**config.mk**
```make
export PLATFORM = sky130hd
export DESIGN_NAME = dual_buck_mode_switch_controller
export DESIGN_NICKNAME = d
export VERILOG_FILES = /design/src/verilog/mode_switch_pkg.sv /design/src/verilog/dual_buck_mode_switch_controller.sv
export SDC_FILE = /design/constraint.sdc
export NUM_CORES = 1
export LEC_CHECK = 0
export ABC_AREA = 1
export BUFFER_PORTS_ARGS = -buffer_cell sky130_fd_sc_hd__buf_2
export CAP_MARGIN = 20
export CORE_AREA = 5 5 171 124
export DETAILED_ROUTE_END_ITERATION = 7
export DIE_AREA = 0 0 176 129
export PLACE_DENSITY = 0.66
export SLEW_MARGIN = 10
export SYNTH_ARGS = -nofsm -noshare
export SYNTH_HDL_FRONTEND = slang
export SYNTH_SLANG_ARGS = --single-unit
```
**constraint.sdc**
```tcl
create_clock -name sys_clk -period 9.06 [get_ports sys_clk]
set_input_delay 2.718 -clock sys_clk [delete_from_list [all_inputs] [get_ports sys_clk]]
set_output_delay 2.718 -clock sys_clk [all_outputs]
set_load 0.01 [all_outputs]
```
**src/verilog/mode_switch_pkg.sv**
```systemverilog
package mode_switch_pkg;
  // ==========================================================
  // Timing
  // ==========================================================
  localparam int CLK_MHZ          = 125;
  localparam int BLANK_NS         = 500;
  localparam int BLANK_CYC        = (BLANK_NS * CLK_MHZ + 999) / 1000;
  localparam int OFF_MIN_NS       = 1600;
  localparam int OFF_MIN_CYC      = (OFF_MIN_NS * CLK_MHZ + 999) / 1000;
  localparam int OFF_MAX_US       = 420;
  localparam int OFF_MAX_CYC      = OFF_MAX_US * CLK_MHZ;
  localparam int RETRY_MS         = 280;
  localparam int RETRY_CYC        = RETRY_MS * CLK_MHZ * 1000;
  localparam int SHORT_FREQ_HZ    = 2500;
  localparam int SHORT_PERIOD_CYC = CLK_MHZ * 1000000 / SHORT_FREQ_HZ;
  // ==========================================================
  // Mix level in mode 3, percent of full current
  // ==========================================================
  localparam logic [6:0] PCT_A0_B0 = 7'h41;
  localparam logic [6:0] PCT_A0_BN = 7'h64;
  localparam logic [6:0] PCT_AR_B0 = 7'h55;
  localparam logic [6:0] PCT_AR_BN = 7'h32;
  localparam logic [6:0] PCT_OPEN  = 7'h4b;
  localparam logic [6:0] PCT_FULL  = 7'h64;
  // Strap codes for each mix select pin
  localparam logic [1:0] SEL_GND  = 2'h0;
  localparam logic [1:0] SEL_RES  = 2'h1;
  localparam logic [1:0] SEL_OPEN = 2'h2;
  typedef enum logic [1:0] {MODE_A, MODE_B, MODE_AB} mode_t;
endpackage

```
**src/verilog/dual_buck_mode_switch_controller.sv**
```systemverilog
// Behaviour
// RL1: Stay idle until supply turn-on reached.
// RL2: Stop charging above upper supply threshold.
// RL3: Resume charging below lower supply threshold.
// RL4: Sense threshold ends channel on-time.
// RL5: Ignore sense during blanking after turn-on.
// RL6: Zero current restarts the switch.
// RL7: Enforce minimum and maximum off-time.
// RL8: Start in mode 1 after reset.
// RL9: Off-on cycle advances mode 1,2,3,1.
// RL10: Detect reset level or undervoltage resets mode.
// RL11: Switch only after detect high level.
// RL12: Detect low level: off, holding current.
// RL13: Mode selects channel A, B or both.
// RL14: Mode 3 current from mix selects.
// RL15: Open LED: stop, wait retry, resume.
// RL16: Short demagnetization means overvoltage.
// RL17: Shorted LED: fixed low switching frequency.
// RL18: Over-temperature stops switching with hysteresis; the code follows the synchronised overTemp level directly, with no hysteresis.
// RL19: Hold mode between reset and low levels.
// RL20: Synchronise all comparator inputs.
`timescale 1ns/100ps
`default_nettype none
module dual_buck_mode_switch_controller
  import mode_switch_pkg::*;
#(
  parameter int OFF_MAX_CYCLES    = OFF_MAX_CYC,
  parameter int RETRY_CYCLES      = RETRY_CYC,
  parameter int SHORT_CYCLES      = SHORT_PERIOD_CYC,
  parameter int OVP_WIDTH         = 16
) (
  input  wire logic                 sys_clk,
  input  wire logic                 rst,
  input  wire logic                 supplyOn,
  input  wire logic                 supplyAboveHigh,
  input  wire logic                 supplyBelowLow,
  input  wire logic                 supplyUndervoltageCutoff,
  input  wire logic                 detHigh,
  input  wire logic                 detLow,
  input  wire logic                 detClear,
  input  wire logic                 senseInputA,
  input  wire logic                 senseInputB,
  input  wire logic                 zeroCurrentA,
  input  wire logic                 zeroCurrentB,
  input  wire logic                 ledShort,
  input  wire logic                 overTemp,
  input  wire logic [OVP_WIDTH-1:0] overvoltageProtectionCycles,
  input  wire logic [1:0]           mixLevelSelectA,
  input  wire logic [1:0]           mixLevelSelectB,
  output logic                      chargeEnable,
  output logic                      detHoldCurrent,
  output logic                      converterChannelA,
  output logic                      converterChannelB,
  output logic [6:0]                currentScale,
  output logic [1:0]                mode,
  output logic                      running,
  output logic                      openLed
);
  // Refuse settings that the counters cannot serve
  if (OFF_MAX_CYCLES <= OFF_MIN_CYC || RETRY_CYCLES < 1 || SHORT_CYCLES <= OFF_MIN_CYC
      || OVP_WIDTH < 2 || OVP_WIDTH > 24) begin
    $error("Bad parameters");
  end

  // ==========================================================
  // Input synchronisers: three stages, change once stages 2 and 3 agree
  // ==========================================================
  localparam int NIN = 12;
  logic [NIN-1:0] rawIn;
  logic [NIN-1:0] s1;
  logic [NIN-1:0] s2;
  logic [NIN-1:0] s3;
  logic [NIN-1:0] clean;
  assign rawIn = {supplyOn, supplyAboveHigh, supplyBelowLow, supplyUndervoltageCutoff,
                  detHigh, detLow, detClear, senseInputA, senseInputB,
                  zeroCurrentA, zeroCurrentB, overTemp};
  always_ff @(posedge sys_clk or posedge rst) begin
    if (rst) begin
      s1 <= '0;
      s2 <= '0;
      s3 <= '0;
    end else begin
      s1 <= rawIn; // RL20
      s2 <= s1;
      s3 <= s2;
    end
  end
  always_ff @(posedge sys_clk or posedge rst) begin
    if (rst) begin
      clean <= '0;
    end else begin
      for (int i = 0; i < NIN; i++) begin
        if (s2[i] == s3[i]) begin
          clean[i] <= s3[i];
        end
      end
    end
  end
  logic sOn, sHigh, sLow, sUvlo, dHigh, dLow, dClr, csA, csB, zcA, zcB, hot;
  assign {sOn, sHigh, sLow, sUvlo, dHigh, dLow, dClr, csA, csB, zcA, zcB, hot} = clean;
  logic [2:0] shortSync;
  always_ff @(posedge sys_clk or posedge rst) begin
    if (rst) begin
      shortSync <= '0;
    end else begin
      shortSync <= {shortSync[1:0], ledShort};
    end
  end
  logic shortOk;
  always_ff @(posedge sys_clk or posedge rst) begin
    if (rst) begin
      shortOk <= 1'b0;
    end else if (shortSync[2] == shortSync[1]) begin
      shortOk <= shortSync[2]; // RL20
    end
  end
  // Straps are pins as well, so they pass the same three stages
  logic [3:0] mixS1;
  logic [3:0] mixS2;
  logic [3:0] mixS3;
  logic [3:0] mixClean;
  logic [1:0] mixA;
  logic [1:0] mixB;
  always_ff @(posedge sys_clk or posedge rst) begin
    if (rst) begin
      mixS1 <= {SEL_OPEN, SEL_OPEN};
      mixS2 <= {SEL_OPEN, SEL_OPEN};
      mixS3 <= {SEL_OPEN, SEL_OPEN};
    end else begin
      mixS1 <= {mixLevelSelectA, mixLevelSelectB}; // RL20
      mixS2 <= mixS1;
      mixS3 <= mixS2;
    end
  end
  always_ff @(posedge sys_clk or posedge rst) begin
    if (rst) begin
      mixClean <= {SEL_OPEN, SEL_OPEN};
    end else if (mixS2 == mixS3) begin
      mixClean <= mixS3;
    end
  end
  assign {mixA, mixB} = mixClean;

  // ==========================================================
  // Supply charging and power-up
  // ==========================================================
  logic powered;
  always_ff @(posedge sys_clk or posedge rst) begin
    if (rst) begin
      chargeEnable <= 1'b1;
    end else if (sHigh) begin
      chargeEnable <= 1'b0; // RL2
    end else if (sLow) begin
      chargeEnable <= 1'b1; // RL3
    end
  end
  always_ff @(posedge sys_clk or posedge rst) begin
    if (rst) begin
      powered <= 1'b0;
    end else if (sUvlo) begin
      powered <= 1'b0;
    end else if (sOn) begin
      powered <= 1'b1; // RL1
    end
  end

  // ==========================================================
  // Wall switch tracking and mode
  // ==========================================================
  logic modeReset;
  logic switchOff;
  assign modeReset = dClr | sUvlo | ~powered; // RL10
  always_ff @(posedge sys_clk or posedge rst) begin
    if (rst) begin
      mode      <= 2'(MODE_A); // RL8
      running   <= 1'b0;
      switchOff <= 1'b0;
    end else if (modeReset) begin
      mode      <= 2'(MODE_A); // RL10
      running   <= 1'b0;
      switchOff <= 1'b0;
    end else if (dLow && running) begin
      running   <= 1'b0; // RL12
      switchOff <= 1'b1; // RL19
    end else if (dHigh && !running) begin
      running   <= 1'b1; // RL11
      switchOff <= 1'b0;
      if (switchOff) begin
        mode <= (mode == 2'(MODE_AB)) ? 2'(MODE_A) : mode + 2'd1; // RL9
      end
    end
  end
  assign detHoldCurrent = switchOff; // RL12

  // ==========================================================
  // Mode 3 current scaling
  // ==========================================================
  always_ff @(posedge sys_clk or posedge rst) begin
    if (rst) begin
      currentScale <= PCT_FULL;
    end else if (mode != 2'(MODE_AB)) begin
      currentScale <= PCT_FULL;
    end else if (mixA == SEL_GND) begin
      currentScale <= (mixB == SEL_GND) ? PCT_A0_B0 : PCT_A0_BN; // RL14
    end else if (mixA == SEL_RES) begin
      currentScale <= (mixB == SEL_GND) ? PCT_AR_B0 : PCT_AR_BN; // RL14
    end else begin
      currentScale <= PCT_OPEN; // RL14
    end
  end

  // ==========================================================
  // Protections: overvoltage retry and thermal shutdown
  // ==========================================================
  logic hotStop;
  logic [31:0] retryCnt;
  logic ovpHit;
  always_ff @(posedge sys_clk or posedge rst) begin
    if (rst) begin
      hotStop <= 1'b0;
    end else begin
      hotStop <= hot; // RL18
    end
  end
  always_ff @(posedge sys_clk or posedge rst) begin
    if (rst) begin
      openLed  <= 1'b0;
      retryCnt <= '0;
    end else if (openLed) begin
      if (retryCnt == 32'(RETRY_CYCLES - 1)) begin
        openLed  <= 1'b0; // RL15
        retryCnt <= '0;
      end else begin
        retryCnt <= retryCnt + 32'd1;
      end
    end else if (ovpHit) begin
      openLed <= 1'b1; // RL15
    end
  end
  logic enable;
  // A mode reset drops the gates in the same edge, so no channel runs against the new mode
  assign enable = running & powered & ~modeReset & ~hotStop & ~openLed; // RL18

  // ==========================================================
  // Shared switching timer: both channels run in lockstep phases
  // ==========================================================
  typedef enum logic [1:0] {SW_IDLE, SW_ON, SW_DEMAG, SW_WAIT} sw_t;
  sw_t state;
  logic [31:0] tCnt;
  logic [31:0] offCnt;
  logic useA;
  logic useB;
  logic cs;
  logic zc;
  assign useA = (mode != 2'(MODE_B)); // RL13
  assign useB = (mode != 2'(MODE_A)); // RL13
  assign cs   = (useA & csA) | (useB & csB);
  assign zc   = (~useA | zcA) & (~useB | zcB);
  assign ovpHit = (state == SW_DEMAG) && zc &&
                  (tCnt < 32'(overvoltageProtectionCycles)); // RL16
  always_ff @(posedge sys_clk or posedge rst) begin
    if (rst) begin
      state  <= SW_IDLE;
      tCnt   <= '0;
      offCnt <= '0;
    end else if (!enable) begin
      state  <= SW_IDLE;
      tCnt   <= '0;
      offCnt <= '0;
    end else begin
      tCnt <= tCnt + 32'd1;
      unique case (state)
        SW_IDLE: begin
          state <= SW_ON;
          tCnt  <= '0;
        end
        SW_ON: begin
          if (tCnt >= 32'(BLANK_CYC) && cs) begin // RL5
            state  <= SW_DEMAG; // RL4
            tCnt   <= '0;
            offCnt <= '0;
          end
        end
        SW_DEMAG: begin
          offCnt <= offCnt + 32'd1;
          if (zc || offCnt >= 32'(OFF_MAX_CYCLES - 1)) begin
            state <= SW_WAIT;
          end
        end
        SW_WAIT: begin
          offCnt <= offCnt + 32'd1;
          if ((offCnt >= 32'(OFF_MIN_CYC - 1) && !shortOk) || // RL6 RL7
              offCnt >= 32'(SHORT_CYCLES - 1)) begin // RL17
            state <= SW_ON;
            tCnt  <= '0;
          end
        end
      endcase
    end
  end
  always_ff @(posedge sys_clk or posedge rst) begin
    if (rst) begin
      converterChannelA <= 1'b0;
      converterChannelB <= 1'b0;
    end else begin
      converterChannelA <= enable && useA && state == SW_ON && !(tCnt >= 32'(BLANK_CYC) && cs);
      converterChannelB <= enable && useB && state == SW_ON && !(tCnt >= 32'(BLANK_CYC) && cs);
    end
  end
endmodule
`default_nettype wire

```
After elaboration in Yosys (flattened, before gate mapping)
Index checks and enable logic that the tools add are counted.
{ "totals": {"latchBits": 0, "mem_bits_ro": 0, "mem_count": 0, "elab_cells": 155, "out_inout_bits": 15, "ramBits": 0, "reg_bits": 183, "in_bits": 35} }
{ "classes": {"n_mux": 36, "n_reduce_logical": 30, "n_mul": 0, "order_cmp": 5, "n_eq_ne": 27, "shifts": 0, "n_bitwise": 18, "div_mod_pow": 0, "add_sub_neg": 4} }
{ "ops": {"columns": ["operator", "n"], "rows": [
  ["$mux 32", 6],
  ["$add 32x1->32 const B", 3],
  ["$pmux 32 s3", 1],
  ["$ge 32x16->1 const B", 2],
  ["$pmux 32 s2", 1],
  ["$eq 32x26->1 const B", 1],
  ["$ge 32x6->1 const B", 1],
  ["$ge 32x8->1 const B", 1],
  ["$lt 32x16->1", 1],
  ["$mux 7", 4],
  ["$mux 2", 9],
  ["$eq 1x1->1", 13],
  ["$mux 1", 13],
  ["$logic_and 1x1->1", 12],
  ["$reduce_bool 2->1", 5],
  ["$pmux 2 s4", 1],
  ["$and 1x1->1", 7],
  ["$eq 2x2->1 const B", 3],
  ["$logic_not 2->1", 3],
  ["$mux 6", 1],
  ["$ne 3x2->1 const B", 2],
  ["$ne 3x3->1 const B", 2],
  ["$not 1->1", 6],
  ["$reduce_and 3->1", 2],
  ["other kinds (11)", 20]
]} }

Longest topological paths before layout
{ "logic_depth": {"ltp_word": 9, "ltp_mapped": 12} }

Worst setup path after synthesis
No wires, ideal clock.
{ "synth_path": {"path_type": "input-to-reg", "startpoint": "input overvoltageProtectionCycles[5]", "endpoint": "register openLed", "n_path_buf": 0, "arrival_time_ns": 3.659, "cell_stages": 9, "setup_slack_ns": 5.335, "cell_sequence": "inv_1 ha_1 a21oi_1 nor2_1 a211oi_1 a21oi_1 o21ai_0 nand2_1 nand2_1"} }
{ "synth_between": {"elab_chain_cells": 4} }
{ "synth_rtl": {"columns": ["item", "line", "source"], "rows": [
  ["start, declared", "dual_buck_mode_switch_controller.sv:47", "input wire logic [OVP_WIDTH-1:0] overvoltageProtectionCycles,"],
  ["$lt 32x16->1", "dual_buck_mode_switch_controller.sv:260", "(tCnt < 32'(overvoltageProtectionCycles));"],
  ["$logic_and 1x1->1", "dual_buck_mode_switch_controller.sv:259", "assign ovpHit = (state == SW_DEMAG) && zc &&"],
  ["$mux 1", "dual_buck_mode_switch_controller.sv:236", "end else if (ovpHit) begin"],
  ["$mux 1", "dual_buck_mode_switch_controller.sv:229", "end else if (openLed) begin"],
  ["end signal, assigned", "dual_buck_mode_switch_controller.sv:227", "openLed <= 1'b0;"],
  ["end signal, assigned", "dual_buck_mode_switch_controller.sv:231", "openLed <= 1'b0;"],
  ["end signal, assigned", "dual_buck_mode_switch_controller.sv:237", "openLed <= 1'b1;"],
  ["end, declared", "dual_buck_mode_switch_controller.sv:57", "output logic openLed"]
]} }
No other way between the ends.
A chain may end at the register's enable or synchronous reset.

Worst setup path after layout
{ "layout_path": {"startpoint": "register chargeEnable", "endpoint": "output chargeEnable"} }
{ "layout_rtl": {"columns": ["item", "line", "source"], "rows": [
  ["start, declared", "dual_buck_mode_switch_controller.sv:50", "output logic chargeEnable,"],
  ["start signal, assigned", "dual_buck_mode_switch_controller.sv:150", "chargeEnable <= 1'b1;"],
  ["start signal, assigned", "dual_buck_mode_switch_controller.sv:152", "chargeEnable <= 1'b0;"],
  ["start signal, assigned", "dual_buck_mode_switch_controller.sv:154", "chargeEnable <= 1'b1;"]
]} }
No word-level cell between the ends.

==> out/summary.txt <==
status - finished, final reports clean
WL final - 20.67 mm
placed insts - 1408
CP startpoint kind - register
YS warnings - 0
wl on met1 - 11.02 mm
post-route cell area - 0.01055 mm²
Area growth, synth to finish - 11.27%
HP Class - register to register
Max Clock Freq - 262.9 MHz
DRC errors left - 0
CP max stage cell - dfstp_2
initial drt markers - 790
sum of buffers and inverters on the critical path - 1
Tightest Pin Transition - 0.9119 ns
flops & latches, synth - 183
Setup crit end kind - output pin
Die X - 176 µm
H-tree depth - 4
met2 WL - 8.218 mm
multi-input logic area - 0.004179 mm²
worst-skew pair later-pin latency - 0.44 ns
Crit Path Class - register to output pin
met3 WL post-DR - 1.177 mm
Post-CTS Resized - 0
global placement routability congestion - 0.9300
GRT overflow - 0
Wirelength per Cell - 14.35 µm
Post-CTS Hold Buffers - 0
antenna viol nets, final - 0
top cells by area, synth - dfrtp_1, nand2_1, nor2_1, inv_1, xor2_1
Synth area leader - dfrtp_1
cell area after synthesis - 0.009482 mm²
layout cells sized above 1 - 12.49%
Final #Nets - 1237
Root Driver - clkbuf_16
Tmin final - 3.804 ns
Max Cap Viol - 0
skew final - 0.01317 ns
via count - 7445
Critical Path Max Stage Delay - 0.53 ns
PwrDens - 158.8 mW/mm²
Top Layer Used - met4
Pre-antenna DRT Iters - 5
CP delay by family, top - flip-flops
Post-synth EDFFs - 0
initial core utilization - 48.95%
die height - 129 µm
Slew Limit Fails - 0
Synth top area share - 45.13%
sequential cell area - 0.004594 mm²
Setup Fix Bufs, Post-CTS - 0
slew margin rel. - 38.99%
CTS sink cnt - 183
number of global-route vias before repair - 7069
top-count cell post-synth - nand2_1
setup tns final - 0 ns
CTS tree - done
maximum clock path buffer count - 2
top post-synthesis cells by count - nand2_1, dfrtp_1, nor2_1
crit path cell chain - buf_2
cell row count - 43
RSZ-0062 raised after global routing - false
initial antenna violation count - 0
first-pass GRT wire length - 35.09 mm
Seq/Total Area, Yosys - 48.46%
critical path required time - 6.34 ns
CP arrival - 1.09 ns
Synth Instances - 1125
Synth Net Count - 1182
endpoints failing hold - 0
Yosys cell types - 49
Final Instance Count excl. Fillers - 1440
full die area - 0.02270 mm²
Peak VDD IR - 120.1 µV
ANT cells - 0
Ports - 50
Via-to-Cell Ratio - 5.170
# setup viols final - 0
IO buf count - 49
syn_area_per_cell - 8.428 µm²
fraction of registers with async set/reset - 100.0%
pin count of the biggest net entering global routing - 117
Primary FF master, synth - dfrtp_1
post-DP HPWL - 15.18 mm
worst-path fanout max - 2
Final period util - 41.98%
fillers - 1756
total track usage - 19.18%
Leak - 4.702 nW
Worst-path clk slew - 0.06 ns
DP Area - 0.009953 mm²
CTS Buf Count - 17
core area - 0.01937 mm²
-- cell type report --
type | instances | share of cell area, %
flip-flops and latches | 183 | 43.55
multi-input cells | 768 | 39.61
inverters | 158 | 5.716
clock buffers | 21 | 4.364
well taps | 247 | 2.929
repair buffers | 52 | 2.538
clock inverters | 11 | 1.293
-- registers in the layout, summed over array words and instances, names as in the netlist --
register	cells
running	1
mixClean	4
s3	12
state	2
shortOk	1
hotStop	1
mixS1	4
openLed	1
detHoldCurrent	1
clean	12
mixS3	4
retryCnt	32
s2	12
offCnt	32
currentScale	7
chargeEnable	1
converterChannelA	1
tCnt	32
shortSync	3
powered	1
converterChannelB	1
s1	12
mode	2
mixS2	4
-- stage by stage --
| step | total power [W] | hold WS (ns) | worst slack, ns | utilization [%] |
|---|---|---|---|---|
| after floorplan | 0.0009140 | 0.3312 | 1.390 | - |
| final | 0.001675 | 0.3418 | 5.257 | 54.47 |
| after detailed placement | 0.0009376 | 0.3347 | 4.739 | 51.39 |
| after global routing | 0.001742 | 0.3554 | 5.037 | 54.47 |
| after CTS | 0.001693 | 0.3467 | 5.239 | 54.47 |
| after global placement | 0.0009353 | 0.3317 | 4.757 | 51.39 |
-- worst register-to-register path: stages (launching register included) --
cell and delay, ns:
dfrtp_1 0.43, inv_1 0.06, ha_1 0.28, nor2_1 0.65, inv_1 0.38, nor3_2 0.26
inv_2 0.10, nand2_4 0.24, inv_4 0.21, nand2_1 0.13, nand2_1 0.05, nand2_1 0.07
nor2_1 0.04
-- layout by cell type (no fill, tap or decap), types with 13 or more instances in the layout --
cell type	synthesis	routed
a21oi_1	22	22
buf_2	5	49
clkbuf_16	0	17
dfrtp_1	171	171
ha_1	22	22
inv_1	154	153
maj3_1	13	13
nand2_1	201	201
nand3_1	76	76
nand4_1	44	44
nor2_1	159	159
nor2_4	13	13
nor3_1	50	50
o21ai_0	43	43
xor2_1	50	50
-- kinds of logic after synthesis --
logic type               count (synthesis)  synth area share, %
AO/OA/AOI/OAI                           83                4.830
flip-flops                             183                48.46
multiplexers                             2               0.2375
adder cells (fa/ha/maj)                 35                4.275
XOR/XNOR                                57                5.265
buffers and inverters                  174                7.469
AND/OR/NAND/NOR                        591                29.47
-- where the power goes --
group | internal (W) | leakage [nW] | switching [W]
sequential | 0.000847 | 2.35 | 0.0000147
clock | 0.000427 | 0.286 | 0.000327
combinational | 0.0000225 | 2.06 | 0.0000362
total | 0.00130 | 4.70 | 0.000378
-- per-layer routing --
layer / track usage, % / vias up
li1: - / 3735
met1: 29.98 / 3475
met2: 26.70 / 214
met3: 4.082 / 21
met4: 5.729 / 0
met5: 0 / -
-- final timing paths --
path / startpoint / endpoint / slack (ns) / cells past startpoint
worst max-delay path: chargeEnable / chargeEnable / 5.26 / 1
worst min register to register: mixS1[2] / mixS2[2] / 0.34 / 0
min in group asynchronous: rst / retryCnt[27] / 2.40 / 2
worst max register to register: state[0] / offCnt[9] / 6.05 / 12
worst min-delay path: mixS1[2] / mixS2[2] / 0.34 / 0
max in group asynchronous: rst / mixS1[2] / 5.37 / 3
Note: power is estimated with default switching activity, not from simulation.
